==> src/rtl/dps_pkg.sv <==
package dps_pkg;

  // ****************************************
  // Data widths and timing
  // ****************************************
  localparam int DW = 16;
  localparam int AW = 8;
  localparam int CLK_PERIOD_NS = 8;
  localparam int TICK_PERIOD_NS = 1000000;
  localparam int TICK_CYCLES = TICK_PERIOD_NS / CLK_PERIOD_NS;
  localparam int LOG_DEPTH = 40;
  localparam int UV_ALARM_PCT = 70;
  localparam int UV_TRIP_PCT = 65;

  // ****************************************
  // Register byte offsets
  // ****************************************
  localparam logic [AW-1:0] REG_CTRL = 8'h00;
  localparam logic [AW-1:0] REG_STALL_FREQ = 8'h04;
  localparam logic [AW-1:0] REG_STALL_TIME = 8'h08;
  localparam logic [AW-1:0] REG_UL_TIME = 8'h0c;
  localparam logic [AW-1:0] REG_MAX_SPEED = 8'h10;
  localparam logic [AW-1:0] REG_DC_NOMINAL = 8'h14;
  localparam logic [AW-1:0] REG_UL_LEVEL = 8'h18;
  localparam logic [AW-1:0] REG_IRQ_STATUS = 8'h1c;
  localparam logic [AW-1:0] REG_IRQ_CLEAR = 8'h20;
  localparam logic [AW-1:0] REG_IRQ_ENABLE = 8'h24;
  localparam logic [AW-1:0] REG_FAULT_LATCH = 8'h28;
  localparam logic [AW-1:0] REG_REMOTE_MASK = 8'h2c;
  localparam logic [AW-1:0] REG_FAULT_CLEAR = 8'h30;
  localparam logic [AW-1:0] REG_LOG_SEL = 8'h34;
  localparam logic [AW-1:0] REG_LOG_DATA = 8'h38;
  localparam logic [AW-1:0] REG_LOG_STATUS = 8'h3c;

  // ****************************************
  // Control register fields
  // ****************************************
  localparam int CTRL_STALL_EN = 0;
  localparam int CTRL_STALL_TRIP = 1;
  localparam int CTRL_UL_RESP_LSB = 2;
  localparam int CTRL_UL_CURVE_LSB = 4;
  localparam int CTRL_RIDE_SEL = 7;
  localparam logic [1:0] UL_RESP_NONE = 2'h0;
  localparam logic [1:0] UL_RESP_ALARM = 2'h1;
  localparam logic [1:0] UL_RESP_TRIP = 2'h2;
  localparam logic [2:0] UL_CURVE_LAST = 3'h4;

  // ****************************************
  // Fault event bits
  // ****************************************
  localparam int NEV = 8;
  localparam int EV_STALL_ALARM = 0;
  localparam int EV_STALL_TRIP = 1;
  localparam int EV_UL_ALARM = 2;
  localparam int EV_UL_TRIP = 3;
  localparam int EV_OVERSPEED = 4;
  localparam int EV_EXT_OVERSPEED = 5;
  localparam int EV_UV_ALARM = 6;
  localparam int EV_UV_TRIP = 7;
  localparam logic [NEV-1:0] ALARM_EVENTS = 8'h45;
  localparam logic [NEV-1:0] TRIP_EVENTS = 8'hba;

  // ****************************************
  // Reset values
  // ****************************************
  localparam logic [7:0] CTRL_RESET = 8'h00;
  localparam logic [DW-1:0] THRESH_RESET = 16'hffff;
  localparam logic [DW-1:0] NOMINAL_RESET = 16'h0000;
  localparam logic [NEV-1:0] REMOTE_MASK_RESET = 8'h45;

  // ****************************************
  // Underload curves: eighths of level per speed quarter
  // ****************************************
  localparam logic [15:0] UL_CURVE0 = 16'h8888;
  localparam logic [15:0] UL_CURVE1 = 16'h8642;
  localparam logic [15:0] UL_CURVE2 = 16'h8864;
  localparam logic [15:0] UL_CURVE3 = 16'h2468;
  localparam logic [15:0] UL_CURVE4 = 16'h8421;

  function automatic logic below_pct(input logic [DW-1:0] lvl, input logic [DW-1:0] nom, input int pct);
    logic [31:0] a;
    logic [31:0] b;
    a = 32'(lvl) * 32'd100;
    b = 32'(nom) * 32'(pct);
    return a < b;
  endfunction : below_pct

  function automatic logic [DW-1:0] ul_threshold(input logic [DW-1:0] lvl, input logic [2:0] curve,
                                                 input logic [DW-1:0] speed);
    logic [15:0] w;
    logic [3:0] f;
    logic [DW+3:0] p;
    case (curve)
      3'h1: w = UL_CURVE1;
      3'h2: w = UL_CURVE2;
      3'h3: w = UL_CURVE3;
      3'h4: w = UL_CURVE4;
      default: w = UL_CURVE0;
    endcase
    f = w[4*speed[DW-1:DW-2] +: 4];
    p = (DW+4)'(lvl) * (DW+4)'(f);
    return p[DW+2:3];
  endfunction : ul_threshold

endpackage : dps_pkg

==> src/rtl/dps_supervisor.sv <==
// Function
// - Stall needs low frequency, torque limit, time.
// - Stall enable and alarm-or-trip selection.
// - Five selectable load curves for underload.
// - Underload after load below curve too long.
// - Underload response: alarm, trip, or none.
// - Trip when speed exceeds maximum speed.
// - Active-low external overspeed input trips.
// - Below 70% nominal: alarm, optional ride-through.
// - Below 65% nominal: undervoltage trip.
// - Slash-named signals are active low.
// - Lockout blocks panel local/remote switching.
// - Remote close request closes main breaker unless open is also requested.
// - Remote open request opens main breaker.
// - Remote clear resets only resettable faults.
// - Ready needs breaker closed, charged, no lockout.
// - Relay outputs: running, alarm, tripped, local.
// - Keep forty newest fault events, drop oldest.
//
// Strobed register access and the placing of the registers were left to the implementer.
module dps_supervisor
  import dps_pkg::*;
#(
  parameter int TICK_CYC = TICK_CYCLES,
  parameter int LOG_N = LOG_DEPTH
) (
  // Clock and reset
  input wire logic I_CORE_CLK,
  input wire logic I_RST_B,
  // Register port
  input wire logic [AW-1:0] I_ADDR,
  input wire logic [31:0] I_WDATA,
  input wire logic I_WR,
  input wire logic I_RD,
  output logic [31:0] O_RDATA,
  output logic O_IRQ,
  // Drive control measurements
  input wire logic [DW-1:0] I_OUT_FREQ,
  input wire logic [DW-1:0] I_SPEED,
  input wire logic I_TORQUE_LIMIT,
  input wire logic [DW-1:0] I_LOAD,
  input wire logic [DW-1:0] I_DC_POS,
  input wire logic [DW-1:0] I_DC_NEG,
  input wire logic I_DRIVE_RUNNING,
  input wire logic I_MAIN_BREAKER_CLOSED,
  input wire logic I_DC_CHARGED,
  input wire logic I_LOCKOUT_ACTIVE,
  // Discrete supervisory inputs
  input wire logic I_EXT_OVERSPEED_B,
  input wire logic I_LOCAL_LOCKOUT,
  input wire logic I_PANEL_LOCAL_TOGGLE,
  input wire logic I_REMOTE_BREAKER_CLOSE_REQ,
  input wire logic I_REMOTE_BREAKER_OPEN_REQ,
  input wire logic I_REMOTE_FAULT_CLEAR,
  // Relay and breaker outputs
  output logic O_READY,
  output logic O_RUNNING,
  output logic O_ALARM,
  output logic O_TRIPPED,
  output logic O_LOCAL_MODE,
  output logic O_MAIN_BREAKER_CLOSE,
  output logic O_MAIN_BREAKER_OPEN,
  output logic O_RIDE_THROUGH
);

  localparam int TW = $clog2(TICK_CYC + 1);
  localparam int LW = 6;

  // ****************************************
  // Elaboration checks
  // ****************************************
  if (TICK_CYC < 2) begin : g_tick_chk
    $error("TICK_CYC must be at least 2");
  end
  if (LOG_N < 1 || LOG_N > 63) begin : g_log_chk
    $error("LOG_N must lie in 1..63");
  end

  typedef struct packed {
    logic [TW-1:0] tick_cnt;
    logic [7:0] ctrl;
    logic [DW-1:0] stall_freq;
    logic [DW-1:0] stall_time;
    logic [DW-1:0] ul_time;
    logic [DW-1:0] max_speed;
    logic [DW-1:0] dc_nominal;
    logic [DW-1:0] ul_level;
    logic [DW-1:0] stall_cnt;
    logic [DW-1:0] ul_cnt;
    logic [NEV-1:0] cond_prev;
    logic [NEV-1:0] latch;
    logic [NEV-1:0] irq_st;
    logic [NEV-1:0] irq_en;
    logic [NEV-1:0] remote_mask;
    logic local_mode;
    logic [LOG_N-1:0][NEV-1:0] log_mem;
    logic [LW-1:0] log_wp;
    logic [LW-1:0] log_cnt;
    logic [LW-1:0] log_sel;
    logic [31:0] rdata;
    logic irq;
    logic ready;
    logic running;
    logic alarm;
    logic tripped;
    logic br_close;
    logic br_open;
    logic ride;
  } dps_state_t;

  dps_state_t s_q;
  dps_state_t s_d;

  logic tick;
  logic stall_cond;
  logic stall_det;
  logic ul_cond;
  logic ul_det;
  logic uv_alarm;
  logic uv_trip;
  logic [1:0] ul_resp;
  logic [NEV-1:0] cond;
  logic [NEV-1:0] rise;

  // ****************************************
  // Next-state logic
  // ****************************************
  always_comb begin
    s_d = s_q;
    tick = (s_q.tick_cnt == TW'(TICK_CYC - 1));
    s_d.tick_cnt = tick ? '0 : TW'(s_q.tick_cnt + 1'b1);

    // Stall timer
    stall_cond = (I_OUT_FREQ < s_q.stall_freq) && I_TORQUE_LIMIT;
    if (!stall_cond) begin
      s_d.stall_cnt = '0;
    end else if (tick && s_q.stall_cnt != '1) begin
      s_d.stall_cnt = DW'(s_q.stall_cnt + 1'b1);
    end
    stall_det = stall_cond && (s_q.stall_cnt > s_q.stall_time);

    // Underload timer against the chosen curve
    ul_cond = I_LOAD < ul_threshold(s_q.ul_level, s_q.ctrl[CTRL_UL_CURVE_LSB +: 3], I_SPEED);
    if (!ul_cond) begin
      s_d.ul_cnt = '0;
    end else if (tick && s_q.ul_cnt != '1) begin
      s_d.ul_cnt = DW'(s_q.ul_cnt + 1'b1);
    end
    ul_det = ul_cond && (s_q.ul_cnt > s_q.ul_time);
    ul_resp = s_q.ctrl[CTRL_UL_RESP_LSB +: 2];

    // DC link supervision, either rail
    uv_alarm = below_pct(I_DC_POS, s_q.dc_nominal, UV_ALARM_PCT)
             || below_pct(I_DC_NEG, s_q.dc_nominal, UV_ALARM_PCT);
    uv_trip = below_pct(I_DC_POS, s_q.dc_nominal, UV_TRIP_PCT)
            || below_pct(I_DC_NEG, s_q.dc_nominal, UV_TRIP_PCT);

    cond = '0;
    cond[EV_STALL_ALARM] = stall_det && s_q.ctrl[CTRL_STALL_EN] && !s_q.ctrl[CTRL_STALL_TRIP];
    cond[EV_STALL_TRIP] = stall_det && s_q.ctrl[CTRL_STALL_EN] && s_q.ctrl[CTRL_STALL_TRIP];
    cond[EV_UL_ALARM] = ul_det && (ul_resp == UL_RESP_ALARM);
    cond[EV_UL_TRIP] = ul_det && (ul_resp == UL_RESP_TRIP);
    cond[EV_OVERSPEED] = I_SPEED > s_q.max_speed;
    cond[EV_EXT_OVERSPEED] = !I_EXT_OVERSPEED_B;
    cond[EV_UV_ALARM] = uv_alarm;
    cond[EV_UV_TRIP] = uv_trip;
    rise = cond & ~s_q.cond_prev;
    s_d.cond_prev = cond;

    // Fault latch: clears first, live conditions win
    if (I_REMOTE_FAULT_CLEAR) begin
      s_d.latch = s_d.latch & ~s_q.remote_mask;
    end
    if (I_WR && I_ADDR == REG_FAULT_CLEAR) begin
      s_d.latch = s_d.latch & ~I_WDATA[NEV-1:0];
    end
    s_d.latch = s_d.latch | cond;

    // Interrupt status, set wins over clear
    if (I_WR && I_ADDR == REG_IRQ_CLEAR) begin
      s_d.irq_st = s_q.irq_st & ~I_WDATA[NEV-1:0];
    end
    s_d.irq_st = s_d.irq_st | rise;

    // Fault history ring
    if (|rise) begin
      s_d.log_mem[s_q.log_wp] = rise;
      s_d.log_wp = (s_q.log_wp == LW'(LOG_N - 1)) ? '0 : LW'(s_q.log_wp + 1'b1);
      if (s_q.log_cnt != LW'(LOG_N)) begin
        s_d.log_cnt = LW'(s_q.log_cnt + 1'b1);
      end
    end

    // Local/remote selection from the panel
    if (I_PANEL_LOCAL_TOGGLE && !I_LOCAL_LOCKOUT) begin
      s_d.local_mode = ~s_q.local_mode;
    end

    // Register writes
    if (I_WR) begin
      case (I_ADDR)
        REG_CTRL: s_d.ctrl = I_WDATA[7:0];
        REG_STALL_FREQ: s_d.stall_freq = I_WDATA[DW-1:0];
        REG_STALL_TIME: s_d.stall_time = I_WDATA[DW-1:0];
        REG_UL_TIME: s_d.ul_time = I_WDATA[DW-1:0];
        REG_MAX_SPEED: s_d.max_speed = I_WDATA[DW-1:0];
        REG_DC_NOMINAL: s_d.dc_nominal = I_WDATA[DW-1:0];
        REG_UL_LEVEL: s_d.ul_level = I_WDATA[DW-1:0];
        REG_IRQ_ENABLE: s_d.irq_en = I_WDATA[NEV-1:0];
        REG_REMOTE_MASK: s_d.remote_mask = I_WDATA[NEV-1:0];
        REG_LOG_SEL: s_d.log_sel = I_WDATA[LW-1:0];
        default: ;
      endcase
      if (I_ADDR == REG_CTRL && I_WDATA[CTRL_UL_CURVE_LSB +: 3] > UL_CURVE_LAST) begin
        s_d.ctrl[CTRL_UL_CURVE_LSB +: 3] = s_q.ctrl[CTRL_UL_CURVE_LSB +: 3];
      end
    end

    // Register reads, data valid next cycle only
    s_d.rdata = '0;
    if (I_RD) begin
      case (I_ADDR)
        REG_CTRL: s_d.rdata = 32'(s_q.ctrl);
        REG_STALL_FREQ: s_d.rdata = 32'(s_q.stall_freq);
        REG_STALL_TIME: s_d.rdata = 32'(s_q.stall_time);
        REG_UL_TIME: s_d.rdata = 32'(s_q.ul_time);
        REG_MAX_SPEED: s_d.rdata = 32'(s_q.max_speed);
        REG_DC_NOMINAL: s_d.rdata = 32'(s_q.dc_nominal);
        REG_UL_LEVEL: s_d.rdata = 32'(s_q.ul_level);
        REG_IRQ_STATUS: s_d.rdata = 32'(s_q.irq_st);
        REG_IRQ_ENABLE: s_d.rdata = 32'(s_q.irq_en);
        REG_FAULT_LATCH: s_d.rdata = 32'(s_q.latch);
        REG_REMOTE_MASK: s_d.rdata = 32'(s_q.remote_mask);
        REG_LOG_SEL: s_d.rdata = 32'(s_q.log_sel);
        REG_LOG_DATA: s_d.rdata = (s_q.log_sel < LW'(LOG_N)) ? 32'(s_q.log_mem[s_q.log_sel]) : '0;
        REG_LOG_STATUS: s_d.rdata = {16'h0000, 2'h0, s_q.log_cnt, 2'h0, s_q.log_wp};
        default: s_d.rdata = '0;
      endcase
    end

    // Relay outputs
    s_d.irq = |(s_d.irq_st & s_d.irq_en);
    s_d.ready = I_MAIN_BREAKER_CLOSED && I_DC_CHARGED && !I_LOCKOUT_ACTIVE;
    s_d.running = I_DRIVE_RUNNING;
    s_d.alarm = |(s_d.latch & ALARM_EVENTS);
    s_d.tripped = |(s_d.latch & TRIP_EVENTS);
    s_d.br_open = I_REMOTE_BREAKER_OPEN_REQ;
    s_d.br_close = I_REMOTE_BREAKER_CLOSE_REQ && !I_REMOTE_BREAKER_OPEN_REQ;
    s_d.ride = uv_alarm && s_q.ctrl[CTRL_RIDE_SEL];
  end

  // ****************************************
  // State register
  // ****************************************
  always_ff @(posedge I_CORE_CLK) begin
    if (!I_RST_B) begin
      s_q <= '0;
      s_q.ctrl <= CTRL_RESET;
      s_q.stall_freq <= '0;
      s_q.stall_time <= THRESH_RESET;
      s_q.ul_time <= THRESH_RESET;
      s_q.max_speed <= THRESH_RESET;
      s_q.dc_nominal <= NOMINAL_RESET;
      s_q.remote_mask <= REMOTE_MASK_RESET;
    end else begin
      s_q <= s_d;
    end
  end

  assign O_RDATA = s_q.rdata;
  assign O_IRQ = s_q.irq;
  assign O_READY = s_q.ready;
  assign O_RUNNING = s_q.running;
  assign O_ALARM = s_q.alarm;
  assign O_TRIPPED = s_q.tripped;
  assign O_LOCAL_MODE = s_q.local_mode;
  assign O_MAIN_BREAKER_CLOSE = s_q.br_close;
  assign O_MAIN_BREAKER_OPEN = s_q.br_open;
  assign O_RIDE_THROUGH = s_q.ride;
endmodule : dps_supervisor

==> config.mk <==
export PLATFORM = sky130hd
export DESIGN_NAME = dps_supervisor
export DESIGN_NICKNAME = d
export VERILOG_FILES = /design/src/rtl/dps_pkg.sv /design/src/rtl/dps_supervisor.sv
export SDC_FILE = /design/constraint.sdc
export NUM_CORES = 2
export LEC_CHECK = 0
export BUFFER_PORTS_ARGS = -buffer_cell sky130_fd_sc_hd__buf_2
export CORE_MARGIN = 3
export CORE_UTILIZATION = 55
export CTS_CLUSTER_SIZE = 20
export DETAILED_ROUTE_END_ITERATION = 7
export GPL_TIMING_DRIVEN = 0
export PLACE_DENSITY_LB_ADDON = 0.12
export SLEW_MARGIN = 20
export SYNTH_ARGS = -nofsm -noshare
export SYNTH_HDL_FRONTEND = slang
export SYNTH_SLANG_ARGS = --single-unit
==> constraint.sdc <==
create_clock -name I_CORE_CLK -period 7.19 [get_ports I_CORE_CLK]
set_input_delay 0.3595 -clock I_CORE_CLK [delete_from_list [all_inputs] [get_ports I_CORE_CLK]]
set_output_delay 0.3595 -clock I_CORE_CLK [all_outputs]
set_load 0.02 [all_outputs]
# ---- After elaboration in Yosys (flattened, before gate mapping)
# Index checks and enable logic that the tools add are counted.
dict set report totals {
  reg_bits 572
  out_inout_bits 41
  wordCells 194
}
dict set report op_classes {
  n_bitwise 13
  n_eq_ne 26
  n_addsub 5
  n_reduce_logical 46
  multipliers 5
  magnitude_cmp 14
  n_shift 1
  mux 15
}
# cell count
set op_table {}
lappend op_table {{$bwmux W320} 1}
lappend op_table {{$pmux W16 S14} 1}
lappend op_table {{$lt A23 B23 Y1} 4}
lappend op_table {{$eq A8 B6 Y1 const B} 8}
lappend op_table {{$mux W8} 8}
lappend op_table {{$pmux W16 S4} 1}
lappend op_table {{$bmux W8 S6} 1}
lappend op_table {{$demux W8 S6} 1}
lappend op_table {{$gt A16 B16 Y1} 3}
lappend op_table {{$mul A16 B5 Y21 const B} 2}
lappend op_table {{$and A8 B8 Y8} 5}
lappend op_table {{$add A16 B1 Y16 const B} 2}
lappend op_table {{$eq A8 B5 Y1 const B} 4}
lappend op_table {{$lt A16 B16 Y1} 2}
lappend op_table {{$ne A16 B16 Y1 const B} 2}
lappend op_table {{$reduce_and A2 Y1} 13}
lappend op_table {{$not A8 Y8} 3}
lappend op_table {{$mul A16 B7 Y23 const B} 1}
lappend op_table {{$mul A16 B6 Y22 const B} 1}
lappend op_table {{$logic_and A1 B1 Y1} 19}
lappend op_table {{$mul A16 B4 Y19} 1}
lappend op_table {{$add A17 B1 Y17 const B} 1}
lappend op_table {{$eq A17 B17 Y1 const B} 1}
lappend op_table {{$eq A8 B4 Y1 const B} 2}
lappend op_table {{26 further kinds} 38}

# ---- Logic depth before layout (Yosys ltp)
dict set report depth {
  ltp_word 11
  ltp_mapped 30
  mapped_depth_nobuf 27
}

# ---- Worst setup path before layout
# No wires, ideal clock.
dict set report synth_path {
  kind {reg2reg}
  from {register s_q[552] (netlist name)}
  to {register s_q[50] (netlist name)}
  required_time_ns 7.128
  n_path_buf 3
  arrival_ns 6.315
  synth_period_minus_slack_ns 6.377
  path_stages_with_launch 28
  path_slack_ns 0.813
  setup_time_ns 0.062
  path_cell_list {dfxtp_1 -> nor2b_1 -> o21ai_0 -> o22ai_1 -> clkbuf_1 -> nand2_1 -> fa_1 -> fa_1 -> inv_1 -> ha_1 -> a21o_1 -> a21oi_1 -> o211ai_1 -> a31oi_1 -> o21bai_1 -> a2111oi_0 -> nor3_1 -> nor3b_1 -> ha_1 -> o21ai_0 -> a22oi_1 -> a21boi_0 -> nand4bb_1 -> and4_1 -> buf_2 -> buf_2 -> a2111o_1 -> nand3_1}
}
dict set report synth_via {
  elab_chain_len 10
}
# element line
set synth_rtl {}
lappend synth_rtl {{start, declared} dps_supervisor.sv:111} ;# dps_state_t s_q;
lappend synth_rtl {{$eq A3 B3 Y1 (tied with other cells)} dps_pkg.sv:93} ;# case (curve)
lappend synth_rtl {{$pmux W16 S4 (*)} dps_pkg.sv:93}
lappend synth_rtl {{$shiftx A16 B5 Y4 (*)} dps_pkg.sv:100} ;# f = w[4*speed[DW-1:DW-2] +: 4];
lappend synth_rtl {{$mul A16 B4 Y19 (*)} dps_pkg.sv:101} ;# p = (DW+4)'(lvl) * (DW+4)'(f);
lappend synth_rtl {{$lt A16 B16 Y1 (*)} dps_supervisor.sv:143} ;# ul_cond = I_LOAD < ul_threshold(s_q.ul_level, s_q.ctrl[CTRL_UL_CURVE_LSB +: 3], I_SPEED);
lappend synth_rtl {{$logic_and A1 B1 Y1 (*)} dps_supervisor.sv:149} ;# ul_det = ul_cond && (s_q.ul_cnt > s_q.ul_time);
lappend synth_rtl {{$logic_and A1 B1 Y1 (on tied branches)} {dps_supervisor.sv:161, dps_supervisor.sv:162}}
lappend synth_rtl {{$and A8 B8 Y8 (*)} dps_supervisor.sv:167} ;# rise = cond & ~s_q.cond_prev;
lappend synth_rtl {{$reduce_or A8 Y1 (*)} dps_supervisor.sv:186} ;# if (|rise) begin
lappend synth_rtl {{$reduce_and A2 Y1 (no source line) (*)} -}
# Mark *: on every way between the ends. The rest lies on a longest branch, timed or not.
# A chain may end at the register's enable or synchronous reset.

# ---- Worst setup path in the final report
dict set report layout_path {
  from {register s_q[552] (netlist name)}
  to {register s_q[168] (netlist name)}
}
dict set report layout_via {
  elab_chain_len 9
}
# element line
set layout_rtl {}
lappend layout_rtl {{$eq A3 B3 Y1 (tied with other cells)} dps_pkg.sv:93}
lappend layout_rtl {{$pmux W16 S4 (*)} dps_pkg.sv:93}
lappend layout_rtl {{$shiftx A16 B5 Y4 (*)} dps_pkg.sv:100}
lappend layout_rtl {{$mul A16 B4 Y19 (*)} dps_pkg.sv:101}
lappend layout_rtl {{$lt A16 B16 Y1 (*)} dps_supervisor.sv:143}
lappend layout_rtl {{$logic_and A1 B1 Y1 (*)} dps_supervisor.sv:149}
lappend layout_rtl {{$logic_and A1 B1 Y1 (on tied branches)} {dps_supervisor.sv:161, dps_supervisor.sv:162}}
lappend layout_rtl {{$and A8 B8 Y8 (*)} dps_supervisor.sv:167}
lappend layout_rtl {{$reduce_or A8 Y1 (*)} dps_supervisor.sv:186}
# Marks and branches as above.

==> impl_metrics.toml <==
[outcome]
status = "complete, no violations"

[synth]
async_reset_ff_frac = 0
ys_seq_elements = 556
ys_seq_area_frac = 0.309
yosys.area.top_type = "dfxtp_1"
syn_area_per_cell_sq_um = 8.52
synth_ff_type = "dfxtp_1"
synth_top_area_frac = 0.309
syn_inst = 4232
synth_enable_flop_cells = 0
yosysWarnings = 0
ys_types = 93
synth_area_sq_um = 36000
synth_area_leaders = "dfxtp_1 (31%), ha_1 (12%), mux4_2 (6.0%)"

[timing]
hold_viol = 0
clock-skew-final_ps = 76.0
finalSetupViolCount = 0
hold_slack_ps = 28.9
rsz0062_at_grt = "false"
tightest_slew_ps = 1320
period_minus_slack_ps = 6820
fin_tns_setup_ps = 0
slew_viol_final = 0
clock.fmax_mhz = 147
max_slew_margin = 0.115
fin_crit_sh = 0.948

[drt]
vias = 33600
ant_nets = 0
drc = 0
routedWlPerCell_um = 23.3
firstDrtPassIters = 7
drt-total-wl_mm = 126
viasPerCell = 6.24
drt_iter0_markers = 3795

[global_routing]
overflow = 0
met3_usage = 0.0552
grt.total_usage = 0.357
grt_pass1_wl_mm = 188
grt_use_met1 = 0.464
grt_pass1_vias = 31500
grt_use_met2 = 0.569
antenna_found_initial = 5
grt_max_degree = 19
grt-busiest-layer = "met2"

[power_and_ir_drop]
p_leak_nw = 17.1
peakVddDrop_uv = 225
power_mw = 9.78
p_per_area_nw_per_um2 = 242

[floorplanning]
die_w_um = 262
start_util = 0.558
core-area_sq_um = 64600
row_count = 93
pin_count = 176
die_y_um = 262
die-area_sq_um = 68600

[clocking]
cts_max_path_buffers = 3
numCtsBuffers = 60
clkSinkCount = 556
clock_latency_ps = 680
cts_tree = "built"
clk_pin_slew_ps = 70
clk_root_buffer_cell = "clkbuf_16"
cts_max_level = 2

[cells_and_area]
drive_gt1_frac = 0.121
final_nets = 5023
final_common_cell = "dfxtp_1"
area_growth_pct = 12.3
final_cell_mix = "dfxtp_1 (550), nand2_1 (534), ha_1 (358)"

[setup_path]
crit_path_max_incr_delay_ps = 560
crit_arrival_ps = 7340
critPathSlowestCell = "fa_1"
cp_max_fo = 10
critPathLaunch = "s_q[552]"
end_kind = "flip-flop"
critPathLaunchType = "flip-flop"
crit_top_cell = "fa_1"
r2r-start = "s_q[552]"
critical_path_class = "reg -> reg"
worstPathRequired_ps = 7710

[placement]
dp_hpwl_mm = 95.4
numPortBuffers = 141
place_congestion = 1.03

[flow_run]
cap_violations = 0

[worst_hold_path]
min_from = "I_WDATA[0]"
hold_class = "in -> reg"
layer usage:
metal,part of all wire,wire length [um]
met5,0.00023,29
met4,0.065,8220
met3,0.087,10900
met2,0.45,56300
met1,0.40,50100
worst max-delay path, delay by kind of cell (launching register included):
kind | cells | cell delay [ps]
adder cells (fa/ha/maj) | 4 | 1860
AND/OR/NAND/NOR | 13 | 2220
AO/OA/AOI/OAI | 7 | 1190
flip-flops | 1 | 360
buffers and inverters | 5 | 1050
final timing paths:
| kind | endpoint | slack [ps] | cells past startpoint |
|---|---|---|---|
| setup reg to reg | s_q[168] | 370 | 29 |
| hold / removal | s_q[387] | 30 | 3 |
| setup / recovery | s_q[168] | 370 | 29 |
| hold reg to reg | s_q[555] | 450 | 1 |
kinds of logic after synthesis:
kind of cell | count (synthesis) | synth area share
flops | 556 | 0.309
fa+ha+maj | 421 | 0.159
mux | 233 | 0.0981
xor+xnor | 109 | 0.0265
other cells | 2 | 0.000208
compound gates | 918 | 0.163
buf+inv | 604 | 0.0679
simple gates | 1389 | 0.176
where the power goes:
part           leakage, nW  internal, mW  switching, mW
Combinational         11.6         0.975           2.24
Clock                 1.05          1.94           1.42
Sequential            4.49          3.14         0.0628
layout make-up:
class	count	area [sq um]
Fill cell	5732	24100
Multi-Input combinational cell	3087	22700
Sequential cell	556	11100
Clock buffer	81	1720
Buffer	266	1280
Inverter	337	1260
Tap cell	855	1070
Timing Repair Buffer	159	896
Clock inverter	33	418
Antenna cell	4	10.0
repair_timing:
action	in CTS	in global routing
pin swaps	3	5
hold buffers	7	0
gates cloned	0	0
setup buffers	2	9
endpoints found under the setup margin	351	338
endpoints found under the hold margin	6	0
resized for setup	37	63
registers in the layout (all words and copies together) (netlist names):
register	cells
O_RDATA	16
O_ALARM	1
O_TRIPPED	1
O_READY	1
O_LOCAL_MODE	1
O_RUNNING	1
s_q	531
O_MAIN_BREAKER_CLOSE	1
O_IRQ	1
O_MAIN_BREAKER_OPEN	1
O_RIDE_THROUGH	1
stage by stage:
step | cell area [sq um] | utilization | std cells | setup slack [ps]
after floorplan | 36100 | - | 4247 | 813
after global placement | 37900 | 0.586 | 5243 | -1510
after detailed placement | 37900 | 0.587 | 5243 | -1340
after CTS | 40200 | 0.622 | 5365 | 14.8
after global routing | 40500 | 0.627 | 5374 | 27.2
final | 40500 | 0.627 | 5378 | 372
cell usage after synthesis (17+ instances only):
cell type / count
a21o_1: 25
a21oi_1: 215
a22oi_1: 39
a31oi_1: 139
and2_1: 61
and3_1: 24
buf_1: 25
buf_2: 26
buf_4: 35
clkbuf_1: 177
dfxtp_1: 556
fa_1: 63
ha_1: 358
inv_1: 336
mux2i_1: 135
mux4_2: 96
nand2_1: 534
nand2b_1: 19
nand3_1: 182
nand4_1: 82
nor2_1: 339
nor3_1: 45
o211ai_1: 63
o21a_1: 17
o21ai_0: 219
o21ai_2: 28
or3_1: 19
xnor2_1: 56
xor2_1: 53
(Power assumes the default switching activity.)
